<file path="config.mk">
export PLATFORM = sky130hd
export DESIGN_NAME = evr_router
export DESIGN_NICKNAME = d
export VERILOG_FILES = /design/src/evr_pkg.sv /design/src/evr_sync.sv /design/src/evr_slice.sv /design/src/evr_router.sv
export VERILOG_INCLUDE_DIRS = /design/src
export SDC_FILE = /design/constraint.sdc
export NUM_CORES = 2
export LEC_CHECK = 0
export BUFFER_PORTS_ARGS = -buffer_cell sky130_fd_sc_hd__buf_2
export CORE_MARGIN = 4
export CORE_UTILIZATION = 25
export CTS_CLUSTER_DIAMETER = 120
export DETAILED_ROUTE_END_ITERATION = 12
export MAX_ROUTING_LAYER = met4
export PLACE_DENSITY_LB_ADDON = 0.25
export SLEW_MARGIN = 15
export SYNTH_ARGS = -nofsm -noshare
export SYNTH_HDL_FRONTEND = slang
export SYNTH_SLANG_ARGS = --single-unit
</file>
<file path="constraint.sdc">
create_clock -name sys_clk -period 3.05 [get_ports sys_clk]
set_input_delay 0.4575 -clock sys_clk [delete_from_list [all_inputs] [get_ports sys_clk]]
set_output_delay 0.4575 -clock sys_clk [all_outputs]
set_load 0.05 [all_outputs]
</file>
<file path="src/evr_defines.svh">
// Register offsets, field positions and reset values of the event router
`ifndef EVR_DEFINES_SVH
`define EVR_DEFINES_SVH
`define EVR_NUM_SIG 105
`define EVR_NUM_OUT 5
`define EVR_NUM_BANK 4
// Byte offsets; each bank register is one word, bank n at base + 4*n
`define EVR_OFS_RAW 12'h000
`define EVR_OFS_PEND 12'h010
`define EVR_OFS_GEN 12'h020
`define EVR_OFS_TYPE0 12'h030
`define EVR_OFS_TYPE1 12'h040
`define EVR_OFS_OUT_STAT 12'h050
`define EVR_OFS_IRQ_STAT 12'h054
`define EVR_OFS_IRQ_MASK 12'h058
`define EVR_OFS_OMASK 12'h100
`define EVR_OFS_OPEND 12'h200
`define EVR_OUT_STRIDE 12'h010
`define EVR_RST_MASK 32'h0000_0000
`define EVR_RST_TYPE 32'h0000_0000
`define EVR_WAKE_OUT 4
`endif

</file>
<file path="src/evr_pkg.sv">
// Types shared by the event router files
package evr_pkg;
	// Detection type encoding: {type1, type0}
	typedef enum logic [1:0] {
		EVR_HIGH = 2'h0,
		EVR_LOW = 2'h1,
		EVR_RISE = 2'h2,
		EVR_FALL = 2'h3
	} evr_sense_e;
	typedef struct packed {
		logic [11:0] addr;
		logic wr;
		logic rd;
		logic [31:0] wdata;
	} evr_req_s;
	typedef enum logic [1:0] {
		EVR_IDLE = 2'b01,
		EVR_DONE = 2'b10
	} evr_bus_e;
endpackage

</file>
<file path="src/evr_sync.sv">
// Two-flop synchroniser bank for the monitored inputs
`timescale 1ns/1ps
module evr_sync import evr_pkg::*; #(
	parameter int WIDTH = 105
) (
	input wire logic sys_clk,
	input wire logic reset_n,
	input wire logic [WIDTH-1:0] async_in,
	output logic [WIDTH-1:0] sync_out
);
	logic [WIDTH-1:0] meta_r;
	always_ff @(posedge sys_clk or negedge reset_n) begin
		if (!reset_n) begin
			meta_r <= '0;
			sync_out <= '0;
		end else begin
			meta_r <= async_in;
			sync_out <= meta_r;
		end
	end
endmodule

</file>
<file path="src/evr_slice.sv">
// One detection slice: polarity, level or edge, sticky edge capture
`timescale 1ns/1ps
module evr_slice import evr_pkg::*; (
	input wire logic sys_clk,
	input wire logic reset_n,
	input wire logic sig_in,
	input wire logic [1:0] sense,
	input wire logic clr,
	output logic raw
);
	logic prev_r;
	logic edge_r;
	logic hit;
	always_ff @(posedge sys_clk or negedge reset_n) begin
		if (!reset_n) begin
			prev_r <= 1'b0;
		end else begin
			prev_r <= sig_in;
		end
	end
	always_comb begin
		hit = 1'b0;
		unique case (evr_sense_e'(sense))
			EVR_RISE: hit = sig_in & ~prev_r;
			EVR_FALL: hit = ~sig_in & prev_r;
			default: hit = 1'b0;
		endcase
	end
	// A new edge in the clearing cycle survives the clear
	always_ff @(posedge sys_clk or negedge reset_n) begin
		if (!reset_n) begin
			edge_r <= 1'b0;
		end else if (hit) begin
			edge_r <= 1'b1;
		end else if (clr || !sense[1]) begin
			edge_r <= 1'b0;
		end
	end
	always_comb begin
		unique case (evr_sense_e'(sense))
			EVR_HIGH: raw = sig_in;
			EVR_LOW: raw = ~sig_in;
			default: raw = edge_r;
		endcase
	end
endmodule

</file>
<file path="src/evr_router.sv">
// Event router top: detection, global enable, five output blocks, Avalon-MM slave
`timescale 1ns/1ps
`include "evr_defines.svh"
module evr_router import evr_pkg::*; #(
	parameter int NSIG = `EVR_NUM_SIG,
	parameter int NOUT = `EVR_NUM_OUT
) (
	input wire logic sys_clk,
	input wire logic reset_n,
	input wire logic [NSIG-1:0] event_in,
	input wire logic [11:0] avs_address,
	input wire logic avs_read,
	input wire logic avs_write,
	input wire logic [3:0] avs_byteenable,
	input wire logic [31:0] avs_writedata,
	output logic [31:0] avs_readdata,
	output logic avs_waitrequest,
	output logic [3:0] intc_req,
	output logic clock_generation_unit_wake,
	output logic irq
);
	localparam int NW = `EVR_NUM_BANK * 32;

	logic [NSIG-1:0] sync_sig;
	logic [NSIG-1:0] raw;
	logic [NSIG-1:0] pend;
	logic [NW-1:0] gen_r;
	logic [NW-1:0] type0_r;
	logic [NW-1:0] type1_r;
	logic [NW-1:0] omask_r [NOUT];
	logic [NSIG-1:0] opend [NOUT];
	logic [NOUT-1:0] out_stat;
	logic [NOUT-1:0] out_prev_r;
	logic [NOUT-1:0] irq_stat_r;
	logic [NOUT-1:0] irq_mask_r;
	logic [NW-1:0] raw_clr;
	logic [NW-1:0] raw_w;
	logic [NW-1:0] pend_w;
	evr_req_s req;
	evr_bus_e bus_r;
	logic [31:0] wmask;
	logic take;

	assign req = '{addr: avs_address, wr: avs_write, rd: avs_read, wdata: avs_writedata};

	// Synchronising every input costs two cycles of latency even on internal strobes
	evr_sync #(.WIDTH(NSIG)) u_sync (
		.sys_clk(sys_clk),
		.reset_n(reset_n),
		.async_in(event_in),
		.sync_out(sync_sig)
	);

	genvar gi;
	generate
		for (gi = 0; gi < NSIG; gi++) begin : g_slice
			evr_slice u_slice (
				.sys_clk(sys_clk),
				.reset_n(reset_n),
				.sig_in(sync_sig[gi]),
				.sense({type1_r[gi], type0_r[gi]}),
				.clr(raw_clr[gi]),
				.raw(raw[gi])
			);
		end
	endgenerate

	assign pend = raw & gen_r[NSIG-1:0];

	generate
		for (gi = 0; gi < NOUT; gi++) begin : g_out
			assign opend[gi] = pend & omask_r[gi][NSIG-1:0];
			assign out_stat[gi] = |opend[gi];
			chk_out_each: assert property (@(posedge sys_clk) disable iff (!reset_n)
				out_stat[gi] == |(raw & gen_r[NSIG-1:0] & omask_r[gi][NSIG-1:0]))
				else $error("output block not OR of masked raw");
		end
	endgenerate

	assign intc_req = out_stat[3:0];
	assign clock_generation_unit_wake = out_stat[`EVR_WAKE_OUT];

	// Bank index from a byte address inside a four-word block
	function automatic logic [1:0] bank_of(input logic [11:0] a);
		bank_of = a[3:2];
	endfunction

	function automatic logic hit_blk(input logic [11:0] a, input logic [11:0] base);
		hit_blk = (a[11:4] == base[11:4]);
	endfunction

	// Register that the four words together hold NW bits, padded above NSIG
	function automatic logic [31:0] word_of(input logic [NW-1:0] v, input logic [1:0] b);
		word_of = v[b*32 +: 32];
	endfunction

	always_comb begin
		for (int i = 0; i < 4; i++) begin
			wmask[i*8 +: 8] = {8{avs_byteenable[i]}};
		end
	end

	// One wait cycle on every access gives registered read data
	assign take = (avs_read || avs_write) && (bus_r == EVR_IDLE);
	assign avs_waitrequest = (avs_read || avs_write) && (bus_r == EVR_IDLE);

	always_ff @(posedge sys_clk or negedge reset_n) begin
		if (!reset_n) begin
			bus_r <= EVR_IDLE;
		end else begin
			unique case (bus_r)
				EVR_IDLE: if (take) bus_r <= EVR_DONE;
				EVR_DONE: bus_r <= EVR_IDLE;
			endcase
		end
	end

	always_comb begin
		raw_clr = '0;
		if (take && req.wr && hit_blk(req.addr, `EVR_OFS_RAW)) begin
			raw_clr[bank_of(req.addr)*32 +: 32] = req.wdata & wmask;
		end
	end

	// Writable configuration: global enable, detection type, per-output masks
	always_ff @(posedge sys_clk or negedge reset_n) begin
		if (!reset_n) begin
			gen_r <= {`EVR_NUM_BANK{`EVR_RST_MASK}};
			type0_r <= {`EVR_NUM_BANK{`EVR_RST_TYPE}};
			type1_r <= {`EVR_NUM_BANK{`EVR_RST_TYPE}};
		end else if (take && req.wr) begin
			if (hit_blk(req.addr, `EVR_OFS_GEN)) begin
				gen_r[bank_of(req.addr)*32 +: 32] <=
					(word_of(gen_r, bank_of(req.addr)) & ~wmask) | (req.wdata & wmask);
			end
			if (hit_blk(req.addr, `EVR_OFS_TYPE0)) begin
				type0_r[bank_of(req.addr)*32 +: 32] <=
					(word_of(type0_r, bank_of(req.addr)) & ~wmask) | (req.wdata & wmask);
			end
			if (hit_blk(req.addr, `EVR_OFS_TYPE1)) begin
				type1_r[bank_of(req.addr)*32 +: 32] <=
					(word_of(type1_r, bank_of(req.addr)) & ~wmask) | (req.wdata & wmask);
			end
		end
	end

	generate
		for (gi = 0; gi < NOUT; gi++) begin : g_omask
			localparam logic [11:0] MBASE = 12'(`EVR_OFS_OMASK + gi * `EVR_OUT_STRIDE);
			always_ff @(posedge sys_clk or negedge reset_n) begin
				if (!reset_n) begin
					omask_r[gi] <= {`EVR_NUM_BANK{`EVR_RST_MASK}};
				end else if (take && req.wr && hit_blk(req.addr, MBASE)) begin
					omask_r[gi][bank_of(req.addr)*32 +: 32] <=
						(word_of(omask_r[gi], bank_of(req.addr)) & ~wmask)
						| (req.wdata & wmask);
				end
			end
		end
	endgenerate

	// Rising output edges are sticky interrupt events; a new event beats the clear
	always_ff @(posedge sys_clk or negedge reset_n) begin
		if (!reset_n) begin
			out_prev_r <= '0;
			irq_stat_r <= '0;
			irq_mask_r <= '0;
		end else begin
			out_prev_r <= out_stat;
			if (take && req.wr && req.addr == `EVR_OFS_IRQ_STAT) begin
				irq_stat_r <= (irq_stat_r & ~(req.wdata[NOUT-1:0] & wmask[NOUT-1:0]))
					| (out_stat & ~out_prev_r);
			end else begin
				irq_stat_r <= irq_stat_r | (out_stat & ~out_prev_r);
			end
			if (take && req.wr && req.addr == `EVR_OFS_IRQ_MASK) begin
				irq_mask_r <= (irq_mask_r & ~wmask[NOUT-1:0])
					| (req.wdata[NOUT-1:0] & wmask[NOUT-1:0]);
			end
		end
	end

	assign irq = |(irq_stat_r & irq_mask_r);

	assign raw_w = NW'(raw);
	assign pend_w = NW'(pend);

	always_ff @(posedge sys_clk or negedge reset_n) begin
		if (!reset_n) begin
			avs_readdata <= 32'h0000_0000;
		end else if (take && req.rd) begin
			avs_readdata <= 32'h0000_0000;
			if (hit_blk(req.addr, `EVR_OFS_RAW)) begin
				avs_readdata <= word_of(raw_w, bank_of(req.addr));
			end else if (hit_blk(req.addr, `EVR_OFS_PEND)) begin
				avs_readdata <= word_of(pend_w, bank_of(req.addr));
			end else if (hit_blk(req.addr, `EVR_OFS_GEN)) begin
				avs_readdata <= word_of(gen_r, bank_of(req.addr));
			end else if (hit_blk(req.addr, `EVR_OFS_TYPE0)) begin
				avs_readdata <= word_of(type0_r, bank_of(req.addr));
			end else if (hit_blk(req.addr, `EVR_OFS_TYPE1)) begin
				avs_readdata <= word_of(type1_r, bank_of(req.addr));
			end else if (req.addr == `EVR_OFS_OUT_STAT) begin
				avs_readdata <= 32'(out_stat);
			end else if (req.addr == `EVR_OFS_IRQ_STAT) begin
				avs_readdata <= 32'(irq_stat_r);
			end else if (req.addr == `EVR_OFS_IRQ_MASK) begin
				avs_readdata <= 32'(irq_mask_r);
			end else begin
				for (int o = 0; o < NOUT; o++) begin
					if (hit_blk(req.addr, 12'(`EVR_OFS_OMASK + o * `EVR_OUT_STRIDE))) begin
						avs_readdata <= word_of(omask_r[o], bank_of(req.addr));
					end
					if (hit_blk(req.addr, 12'(`EVR_OFS_OPEND + o * `EVR_OUT_STRIDE))) begin
						avs_readdata <= word_of(NW'(opend[o]), bank_of(req.addr));
					end
				end
			end
		end
	end

	chk_pend_gate: assert property (@(posedge sys_clk) disable iff (!reset_n)
		pend == (raw & gen_r[NSIG-1:0]))
		else $error("pending differs from enabled raw");
	chk_out_or: assert property (@(posedge sys_clk) disable iff (!reset_n)
		out_stat[0] == |(pend & omask_r[0][NSIG-1:0]))
		else $error("output 0 not OR of masked pending");
	chk_wake_route: assert property (@(posedge sys_clk) disable iff (!reset_n)
		clock_generation_unit_wake == |(raw & gen_r[NSIG-1:0] & omask_r[4][NSIG-1:0]))
		else $error("wake output wrong");
	chk_intc_route: assert property (@(posedge sys_clk) disable iff (!reset_n)
		intc_req == out_stat[3:0])
		else $error("interrupt requests wrong");
	chk_sync_lat: assert property (@(posedge sys_clk) disable iff (!reset_n)
		sync_sig[0] == $past(event_in[0], 2))
		else $error("sync latency not two");
	chk_level_high: assert property (@(posedge sys_clk) disable iff (!reset_n)
		(type1_r[0] == 1'b0 && type0_r[0] == 1'b0) |-> raw[0] == sync_sig[0])
		else $error("high level raw wrong");
	chk_rise_latch: assert property (@(posedge sys_clk) disable iff (!reset_n)
		(type1_r[64] && !type0_r[64] && $rose(sync_sig[64]) && $stable(type1_r[64])
		&& $stable(type0_r[64])) |=> raw[64])
		else $error("rising edge not latched");
	chk_read_wait: assert property (@(posedge sys_clk) disable iff (!reset_n)
		(avs_read && !avs_waitrequest && $past(avs_address) == `EVR_OFS_OUT_STAT
		&& $past(take)) |-> avs_readdata == 32'($past(out_stat)))
		else $error("output status read wrong");
	chk_opend_and: assert property (@(posedge sys_clk) disable iff (!reset_n)
		opend[1] == (pend & omask_r[1][NSIG-1:0]))
		else $error("output pending product wrong");

	// Bus handshake: one wait cycle per access, read data held between reads
	chk_bus_state: assert property (@(posedge sys_clk) disable iff (!reset_n)
		(bus_r == EVR_IDLE) || (bus_r == EVR_DONE))
		else $error("bus state not one-hot");
	chk_wait_first: assert property (@(posedge sys_clk) disable iff (!reset_n)
		((avs_read || avs_write) && !$past(take)) |-> avs_waitrequest)
		else $error("first cycle of an access not stalled");
	chk_wait_once: assert property (@(posedge sys_clk) disable iff (!reset_n)
		$past(take) |-> !avs_waitrequest)
		else $error("second cycle of an access still stalled");
	chk_idle_nowait: assert property (@(posedge sys_clk) disable iff (!reset_n)
		!(avs_read || avs_write) |-> !avs_waitrequest)
		else $error("waitrequest without a request");
	chk_rdata_hold: assert property (@(posedge sys_clk) disable iff (!reset_n)
		!$past(take && req.rd) |-> $stable(avs_readdata))
		else $error("read data moved without a read");

	// Read data of the taking edge is the register state at that edge
	chk_read_raw: assert property (@(posedge sys_clk) disable iff (!reset_n)
		($past(take && req.rd) && $past(avs_address) == `EVR_OFS_RAW)
		|-> avs_readdata == $past(raw[31:0]))
		else $error("raw status read wrong");
	chk_read_pend: assert property (@(posedge sys_clk) disable iff (!reset_n)
		($past(take && req.rd) && $past(avs_address) == `EVR_OFS_PEND)
		|-> avs_readdata == $past(pend[31:0]))
		else $error("pending read wrong");
	chk_read_opend: assert property (@(posedge sys_clk) disable iff (!reset_n)
		($past(take && req.rd) && $past(avs_address) == (`EVR_OFS_OPEND + `EVR_OUT_STRIDE))
		|-> avs_readdata == $past(opend[1][31:0]))
		else $error("output pending read wrong");
	chk_read_unmap: assert property (@(posedge sys_clk) disable iff (!reset_n)
		($past(take && req.rd) && $past(avs_address) == 12'h300)
		|-> avs_readdata == 32'h0000_0000)
		else $error("unmapped read not zero");

	// Writes land at the taking edge; disabled byte lanes keep their bits
	chk_gen_write: assert property (@(posedge sys_clk) disable iff (!reset_n)
		($past(take && req.wr && (&avs_byteenable)) && $past(avs_address) == `EVR_OFS_GEN)
		|-> gen_r[31:0] == $past(avs_writedata))
		else $error("enable word write lost");
	chk_omask_write: assert property (@(posedge sys_clk) disable iff (!reset_n)
		($past(take && req.wr && (&avs_byteenable)) && $past(avs_address) == `EVR_OFS_OMASK)
		|-> omask_r[0][31:0] == $past(avs_writedata))
		else $error("output mask write lost");
	chk_type_write: assert property (@(posedge sys_clk) disable iff (!reset_n)
		($past(take && req.wr && (&avs_byteenable))
		&& $past(avs_address) == (`EVR_OFS_TYPE0 + 12'h008)) |-> type0_r[95:64] == $past(avs_writedata))
		else $error("type word write lost");
	chk_lane_keep: assert property (@(posedge sys_clk) disable iff (!reset_n)
		($past(take && req.wr && !avs_byteenable[0]) && $past(avs_address) == `EVR_OFS_TYPE1)
		|-> type1_r[7:0] == $past(type1_r[7:0]))
		else $error("disabled byte lane was written");

	// Sticky status: a rising output sets it, only a written one clears it
	chk_stat_set: assert property (@(posedge sys_clk) disable iff (!reset_n)
		(|(out_stat & ~out_prev_r)) |=>
		((irq_stat_r & $past(out_stat & ~out_prev_r)) == $past(out_stat & ~out_prev_r)))
		else $error("rising output did not set its status bit");
	chk_stat_clear: assert property (@(posedge sys_clk) disable iff (!reset_n)
		$fell(irq_stat_r[0]) |-> $past(take && req.wr && req.addr == `EVR_OFS_IRQ_STAT
		&& req.wdata[0] && avs_byteenable[0]))
		else $error("status bit fell without a written one");
	chk_irq_masked: assert property (@(posedge sys_clk) disable iff (!reset_n)
		(irq_mask_r == '0) |-> !irq)
		else $error("interrupt raised with all sources masked");

	// Detection of a low level and the life of an edge latch
	chk_level_low: assert property (@(posedge sys_clk) disable iff (!reset_n)
		(!type1_r[104] && type0_r[104]) |-> raw[104] == ~sync_sig[104])
		else $error("low level raw wrong");
	chk_fall_latch: assert property (@(posedge sys_clk) disable iff (!reset_n)
		(type1_r[64] && type0_r[64] && $fell(sync_sig[64]) && $stable(type1_r[64])
		&& $stable(type0_r[64])) |=> raw[64])
		else $error("falling edge not latched");
	chk_edge_hold: assert property (@(posedge sys_clk) disable iff (!reset_n)
		($past(raw[64]) && !$past(raw_clr[64]) && type1_r[64] && $stable(type1_r[64])
		&& $stable(type0_r[64])) |-> raw[64])
		else $error("edge latch dropped without a clear");
	chk_sync_all: assert property (@(posedge sys_clk) disable iff (!reset_n)
		sync_sig == $past(event_in, 2))
		else $error("synchroniser latency not two on every signal");
endmodule

</file>
== After elaboration in Yosys (flattened, before gate mapping) ==
Cells that the tools add are included.
Storage, ports and cells
  bits in registers: 1493
  bits in latches: 0
  RAM bits: 0
  ROM bits: 0
  word-level logic and storage cells: 1934
  memories: 0
Cells by class
  $add $sub $neg: 1
  $mul: 0
  div/mod/pow operators: 0
  $lt $le $gt $ge: 0
  equality and inequality tests: 335
  shift-type cells: 25
  multiplexer cells: 450
  bitwise operators: 456
  reduce and logical (&&, ||, !) cells: 442
Operator list (count)
  $shiftx A128 B8 Y32: 15
  $bwmux W128: 8
  $shiftx A32 B34 Y128: 8
  $and A105 B105 Y105: 7
  $mux W32: 18
  $reduce_or A105 Y1: 5
  $eq A2 B2 Y1 const B: 211
  $pmux W1 S2: 210
  $and A32 B32 Y32: 9
  $or A32 B32 Y32: 8
  $eq A2 B1 Y1 const B: 106
  $and A1 B1 Y1: 210
  $logic_not A2 Y1: 105
  $mux W1: 210
  $not A1 Y1: 210
  $reduce_bool A2 Y1: 105
  $shift A32 B34 Y128 const A: 1
  $logic_or A1 B1 Y1: 106
  $logic_not A1 Y1: 105
  $mux W105: 1
  $shiftx A32 B34 Y105: 1
  $eq A8 B5 Y1 const B: 5
  $eq A8 B6 Y1 const B: 5
  $eq A12 B7 Y1 const B: 3
  16 further kinds: 37

== Longest topological paths before layout ==
  depth in word-level cells: 22
  gate-level depth with buffers: 15
  mapped depth without buffers: 9

== Cells and area by module ==
From an unflattened synthesis, not the netlist that was laid out.
Unflattened totals
  cell total of the unflattened synthesis: 7124
  area total of the unflattened synthesis: 75817.7 um^2
Modules (own cells, without submodules)
  evr_router: instances 1, cells an instance 6074, area each 60578.1 um^2
  evr_slice: instances 105, cells an instance 8, area each 95.1 um^2
  evr_sync: instances 1, cells an instance 210, area each 5255.0 um^2

== Least setup slack after synthesis ==
OpenSTA, ideal clock, no wires.
  path kind: input to register
  start: input port avs_address[2]
  end: register avs_readdata[22]
  library setup time: 0.139 ns
  arrival: 3.661 ns
  data required time: 2.911 ns
  setup slack: -0.750 ns
  cell stages on the path: 14
  path buffers: 6
  path through: buf_4 buf_4 inv_2 buf_2 buf_2 buf_2 buf_1 ha_1 nor3_1 or4_1 a31oi_1 a2111oi_0 a2111oi_0 a211oi_1
On the way
  word-level cells in the longest chain between the ends: 19
  elaborated cells on any way between the ends: 36
  those cells by class: eq/ne: 3; shift: 15; mux: 18
RTL lines
  from (decl): RTL line evr_router.sv:11  | input wire logic [11:0] avs_address,
  $shiftx A128 B8 Y32: RTL line evr_router.sv:94  | word_of = v[b*32 +: 32];
  $mux W32: RTL line evr_router.sv:211  | if (hit_blk(req.addr, 12'(`EVR_OFS_OMASK + o * `EVR_OUT_STRIDE))) begin
  $mux W32: RTL line evr_router.sv:214  | if (hit_blk(req.addr, 12'(`EVR_OFS_OPEND + o * `EVR_OUT_STRIDE))) begin
  $mux W32: RTL line evr_router.sv:211
  $mux W32: RTL line evr_router.sv:214
  $mux W32: RTL line evr_router.sv:211
  $mux W32: RTL line evr_router.sv:214
  $mux W32: RTL line evr_router.sv:211
  (+3 left out)
  $mux W32: RTL line evr_router.sv:207  | end else if (req.addr == `EVR_OFS_IRQ_MASK) begin
  $mux W32: RTL line evr_router.sv:205  | end else if (req.addr == `EVR_OFS_IRQ_STAT) begin
  $mux W32: RTL line evr_router.sv:203  | end else if (req.addr == `EVR_OFS_OUT_STAT) begin
  $mux W32: RTL line evr_router.sv:201  | end else if (hit_blk(req.addr, `EVR_OFS_TYPE1)) begin
  $mux W32: RTL line evr_router.sv:199  | end else if (hit_blk(req.addr, `EVR_OFS_TYPE0)) begin
  $mux W32: RTL line evr_router.sv:197  | end else if (hit_blk(req.addr, `EVR_OFS_GEN)) begin
  $mux W32: RTL line evr_router.sv:195  | end else if (hit_blk(req.addr, `EVR_OFS_PEND)) begin
  $mux W32 (*): RTL line evr_router.sv:193  | if (hit_blk(req.addr, `EVR_OFS_RAW)) begin
  to (signal assigned): RTL line evr_router.sv:194  | avs_readdata <= word_of(raw_w, bank_of(req.addr));
  to (signal assigned): RTL line evr_router.sv:196  | avs_readdata <= word_of(pend_w, bank_of(req.addr));
  to (signal assigned): RTL line evr_router.sv:198  | avs_readdata <= word_of(gen_r, bank_of(req.addr));
  to (decl): RTL line evr_router.sv:16  | output logic [31:0] avs_readdata,
Every way passes the cells marked *; elsewhere a longest branch is shown, timed or not.
A chain may end at the register's enable or synchronous reset.

== Worst setup path after layout ==
  start: register type0_r[84]
  end: output port intc_req[3]
On the way
  word-level cells in the longest chain between the ends: 5
  elaborated cells on any way between the ends: 6
  those cells by class: eq/ne: 1; mux: 1; bitwise: 2; reduce/logical: 2
RTL lines
  from (decl): RTL line evr_router.sv:28  | logic [NW-1:0] type0_r;
  from (signal assigned): RTL line evr_router.sv:129  | type0_r <= {`EVR_NUM_BANK{`EVR_RST_TYPE}};
  from (signal, indexed assignment): RTL line evr_router.sv:137  | type0_r[bank_of(req.addr)*32 +: 32] <=
  $eq A2 B1 Y1 or $logic_not A2 Y1 (tied branches): RTL line evr_slice.sv:40  | unique case (evr_sense_e'(sense))
  $pmux W1 S2 (*): RTL line evr_slice.sv:40
  $and A105 B105 Y105 (*): RTL line evr_router.sv:68  | assign pend = raw & gen_r[NSIG-1:0];
  $and A105 B105 Y105 (*): RTL line evr_router.sv:72  | assign opend[gi] = pend & omask_r[gi][NSIG-1:0];
  $reduce_or A105 Y1 (*): RTL line evr_router.sv:73  | assign out_stat[gi] = |opend[gi];
  to (decl): RTL line evr_router.sv:18  | output logic [3:0] intc_req,
Marks and branches as above.

==> summary.md <==
| Metric | Value |
|---|---|
| Min Tclk post-route | `4.52 ns` |
| Met2 GRT Util | `55.9%` |
| Async set-or-reset flop fraction in the synthesized netlist | `100%` |
| Final setup vio count | `20` |
| Fin cells | `14,000` |
| Grt ovf | `0` |
| Register area | `0.0374 mm²` |
| Synth Net Count | `7,944` |
| Critical Path Start Type | `register` |
| Worst clock skew | `0.0852 ns` |
| Cell variety after synth | `99` |
| Most frequent cell after synthesis | `dfrtp_1` |
| Drc violations | `0` |
| Top delay family on crit path | `compound AO/OA/AOI/OAI gates` |
| Vias/cell | `5.93` |
| Max incr delay on CP | `0.52 ns` |
| Syn_area_per_cell | `9.78 µm²` |
| Post-Place Setup Slack | `-1.55 ns` |
| Max Clk Rate | `221 MHz` |
| Number of I/O pins | `196` |
| Final period utilization | `148%` |
| Fill count | `30,500` |
| Top Usage Layer GRT | `met2` |
| PwrDens | `460 mW/mm²` |
| Worst hold path class | `in -> reg` |
| Via Count | `83,000` |
| CTS sink cnt | `1,493` |
| RePlAce Congestion | `1.09` |
| Dpl hpwl | `462,000 µm` |
| Met3 GRT Util | `9.29%` |
| Synth Register Bits | `1,493` |
| CTS root buffer | `clkbuf_16` |
| Synth Flop Type | `dfrtp_1` |
| Share of layout cells above drive strength 1 | `30.7%` |
| Iter 0 DRT Violations | `11,400` |
| CP max-delay cell | `or4_4` |
| Clock tree buffer depth | `4` |
| Core Area | `0.303 mm²` |
| Initial antenna violation count | `124` |
| Number of buffers created by CTS | `189` |
| Cell area after layout | `0.108 mm²` |
| Post-synth top cells | `dfrtp_1 (1,492), nand2_1 (1,457), o21ai_0 (1,108), a21oi_1 (526), clkbuf_1 (395)` |
| Cells after DPL | `13,400` |
| DRT Pass-1 Iters | `8` |
| Worst setup margin | `-1.47 ns` |
| Leakage power figure | `47.7 nW` |
| Sequential fraction of design power | `41.6%` |
| Sw power | `13.9 mW` |
| Routed Antenna Nets | `0` |
| Critical Path AT | `4.06 ns` |
| FP Rows | `202` |
| Slew headroom | `7.15%` |
| Worst path bufs/invs | `4` |
| Max IR drop VDD | `0.476 mV` |
| Cell Int Power | `35.9 mW` |
| Routing usage on met1 | `48.3%` |
| Crit-path max FO | `3` |
| Detailed Route WL | `602,000 µm` |
| Area grow syn2layout | `42.3%` |
| Die area | `0.313 mm²` |
| Post-synth EDFFs | `0` |
| DR WL/cell | `43.1 µm` |
| WS Path Type | `reg -> out` |
| Max-cap violations | `0` |
| Clk network pwr share | `48.6%` |
| IO buf count | `195` |
| Largest net degree at the start of global routing | `113` |
| Worst-path clk slew | `0.06 ns` |
| Number of global-route vias before repair | `79,900` |
| DIE HEIGHT | `560 µm` |
| Failing checks | `negative setup slack` |
| Worst Tran Pin Value | `1.38 ns` |
| Multi-input gate area | `0.0371 mm²` |
| Starting Density | `25.1%` |
| Sw Ratio | `27.9%` |
| Synth warn | `0` |
| Final Hold Viols | `0` |
| Critical-path cell list | `xor2_2 > o211a_1 > buf_12 > a222oi_1 > a21boi_2 > nand4_1 > or4_4 > nor3_4 > buf_6 > inv_4 > buf_8` |
| Nets | `9,922` |
| Slew Viols, Final | `0` |
| Post-Syn Area | `0.0761 mm²` |
| Post-Synthesis Cells | `7,781` |
| Logic pwr share | `9.9%` |
| RSZ-0062 raised after global routing | `true` |
| Outcome | `finished, violations left` |
| TritonCTS clock tree | `yes` |
| Synth top area cells | `dfrtp_1 (49%), mux4_2 (8.3%), o21ai_0 (7.3%)` |
| Clock Latency Late Sink | `0.94 ns` |
| Die X | `560 µm` |
| Crit path required time | `2.59 ns` |
| Pwr Total | `49.8 mW` |
| Post-synth top area cell | `dfrtp_1` |
| CP Capture Type | `primary output` |
| Share of the synthesized area in the top cell type | `49.1%` |
| Placed cell area | `0.0993 mm²` |
| Total track usage | `38.4%` |
| Seq/Total Area, Yosys | `49.1%` |
| H-tree Lvls | `4` |
| First-pass GRT wire length | `785,000 µm` |
cells by family (layout without fill, tap and decap cells):
group	Yosys count	in the layout	synth area share, %
DFF	1493	1493	49.1
muxes	314	314	8.83
and+or+nand+nor	2448	2448	14.1
buffers and inverters	593	2723	3.30
xor gates and xnor gates	105	105	1.21
adders and majority gates	6	6	0.0986
AOI/OAI and AO/OA	2822	2822	23.4
other	0	90	0
power groups by stage:
stage	Sequential, mW	Combinational (mW)	Clock [mW]
floorplan	21.4	1.46	0
global placement	21.0	4.68	0
detailed placement	21.0	4.69	0
CTS	20.7	4.86	24.5
global route	20.7	5.11	25.3
finish	20.7	4.91	24.2
cell usage in the layout, fill, tap and decap left out, drive strengths merged, types with 40 or more instances in the layout:
master and count:
nand2b 111, o21ai 1149, a211oi 43, a31oi 69, diode 90, nor2 358, o211ai 97, a21oi 526
and2 70, nand4 84, o211a 99, dlygate4sd3 124, clkbuf 267, o31ai 138, mux4 284, nand3 180
clkinv 40, a22o 113, dfrtp 1492, a22oi 159, nand2 1460, buf 2225, a21boi 110, o2111ai 86
xor2 104
worst min-delay path, cell delays in order:
cell and delay [ns]:
buf_2 0.10, nand2_1 0.12, o21ai_1 0.16, a21boi_1 0.07
per-layer routing:
metal / share of wire (%) / wire (µm)
met5: 0 / 0
met4: 7.3 / 44100
met3: 9.1 / 55000
met2: 43 / 259000
met1: 40 / 244000
flip-flops by register name (all words and copies together), names as in the netlist, named ones only:
register / count
avs_readdata: 32
bus_r: 2
g_slice.u_slice.edge_r: 105
g_slice.u_slice.prev_r: 105
gen_r: 128
irq_stat_r: 5
omask_r: 640
out_prev_r: 5
type0_r: 128
type1_r: 128
u_sync.meta_r: 105
u_sync.sync_out: 105
area by class of cell:
type | instances | share of cell area [%]
Sequential cell | 1493 | 34.5
Multi-Input combinational cell | 5695 | 34.2
Inverter | 31 | 0.126
Antenna cell | 90 | 0.208
Clock buffer | 267 | 5.08
Tap cell | 3978 | 4.60
Clock inverter | 76 | 0.960
Timing Repair Buffer | 2349 | 20.3
stage by stage:
step / setup TNS [ns] / util (%) / hold WS [ns]
3_3_place_gp: -85.67 / 32.8 / 0.332
3_5_place_dp: -84.53 / 32.8 / 0.335
2_1_floorplan: -0.234 / - / 0.162
4_1_cts: -9.10 / 35.5 / 0.00113
6_report: -9.47 / 35.7 / 0.0340
5_1_grt: -9.77 / 35.7 / 0.0454
repair_timing:
action / CTS / global route
endpoints found under the hold margin: 173 / 0
setup buffers: 15 / 13
endpoints found under the setup margin: 85 / 48
pin swaps: 39 / 32
resized for setup: 123 / 73
hold buffers: 124 / 0
final timing paths:
| path | start | end | slack (ns) | depth (start not counted) |
|---|---|---|---|---|
| setup / recovery | type0_r[84] | intc_req[3] | -1.47 | 11 |
| hold / removal | avs_writedata[13] | g_slice[45].u_slice.edge_r | 0.03 | 4 |
| setup reg to reg | type0_r[42] | avs_readdata[2] | -0.47 | 16 |
| hold reg to reg | u_sync.meta_r[39] | u_sync.sync_out[39] | 0.32 | 0 |
| max in group asynchronous | reset_n | g_slice[82].u_slice.prev_r | 1.64 | 4 |
| min in group asynchronous | reset_n | omask_r[54] | 0.15 | 2 |
No activity file was read; power rests on OpenSTA's default activity.
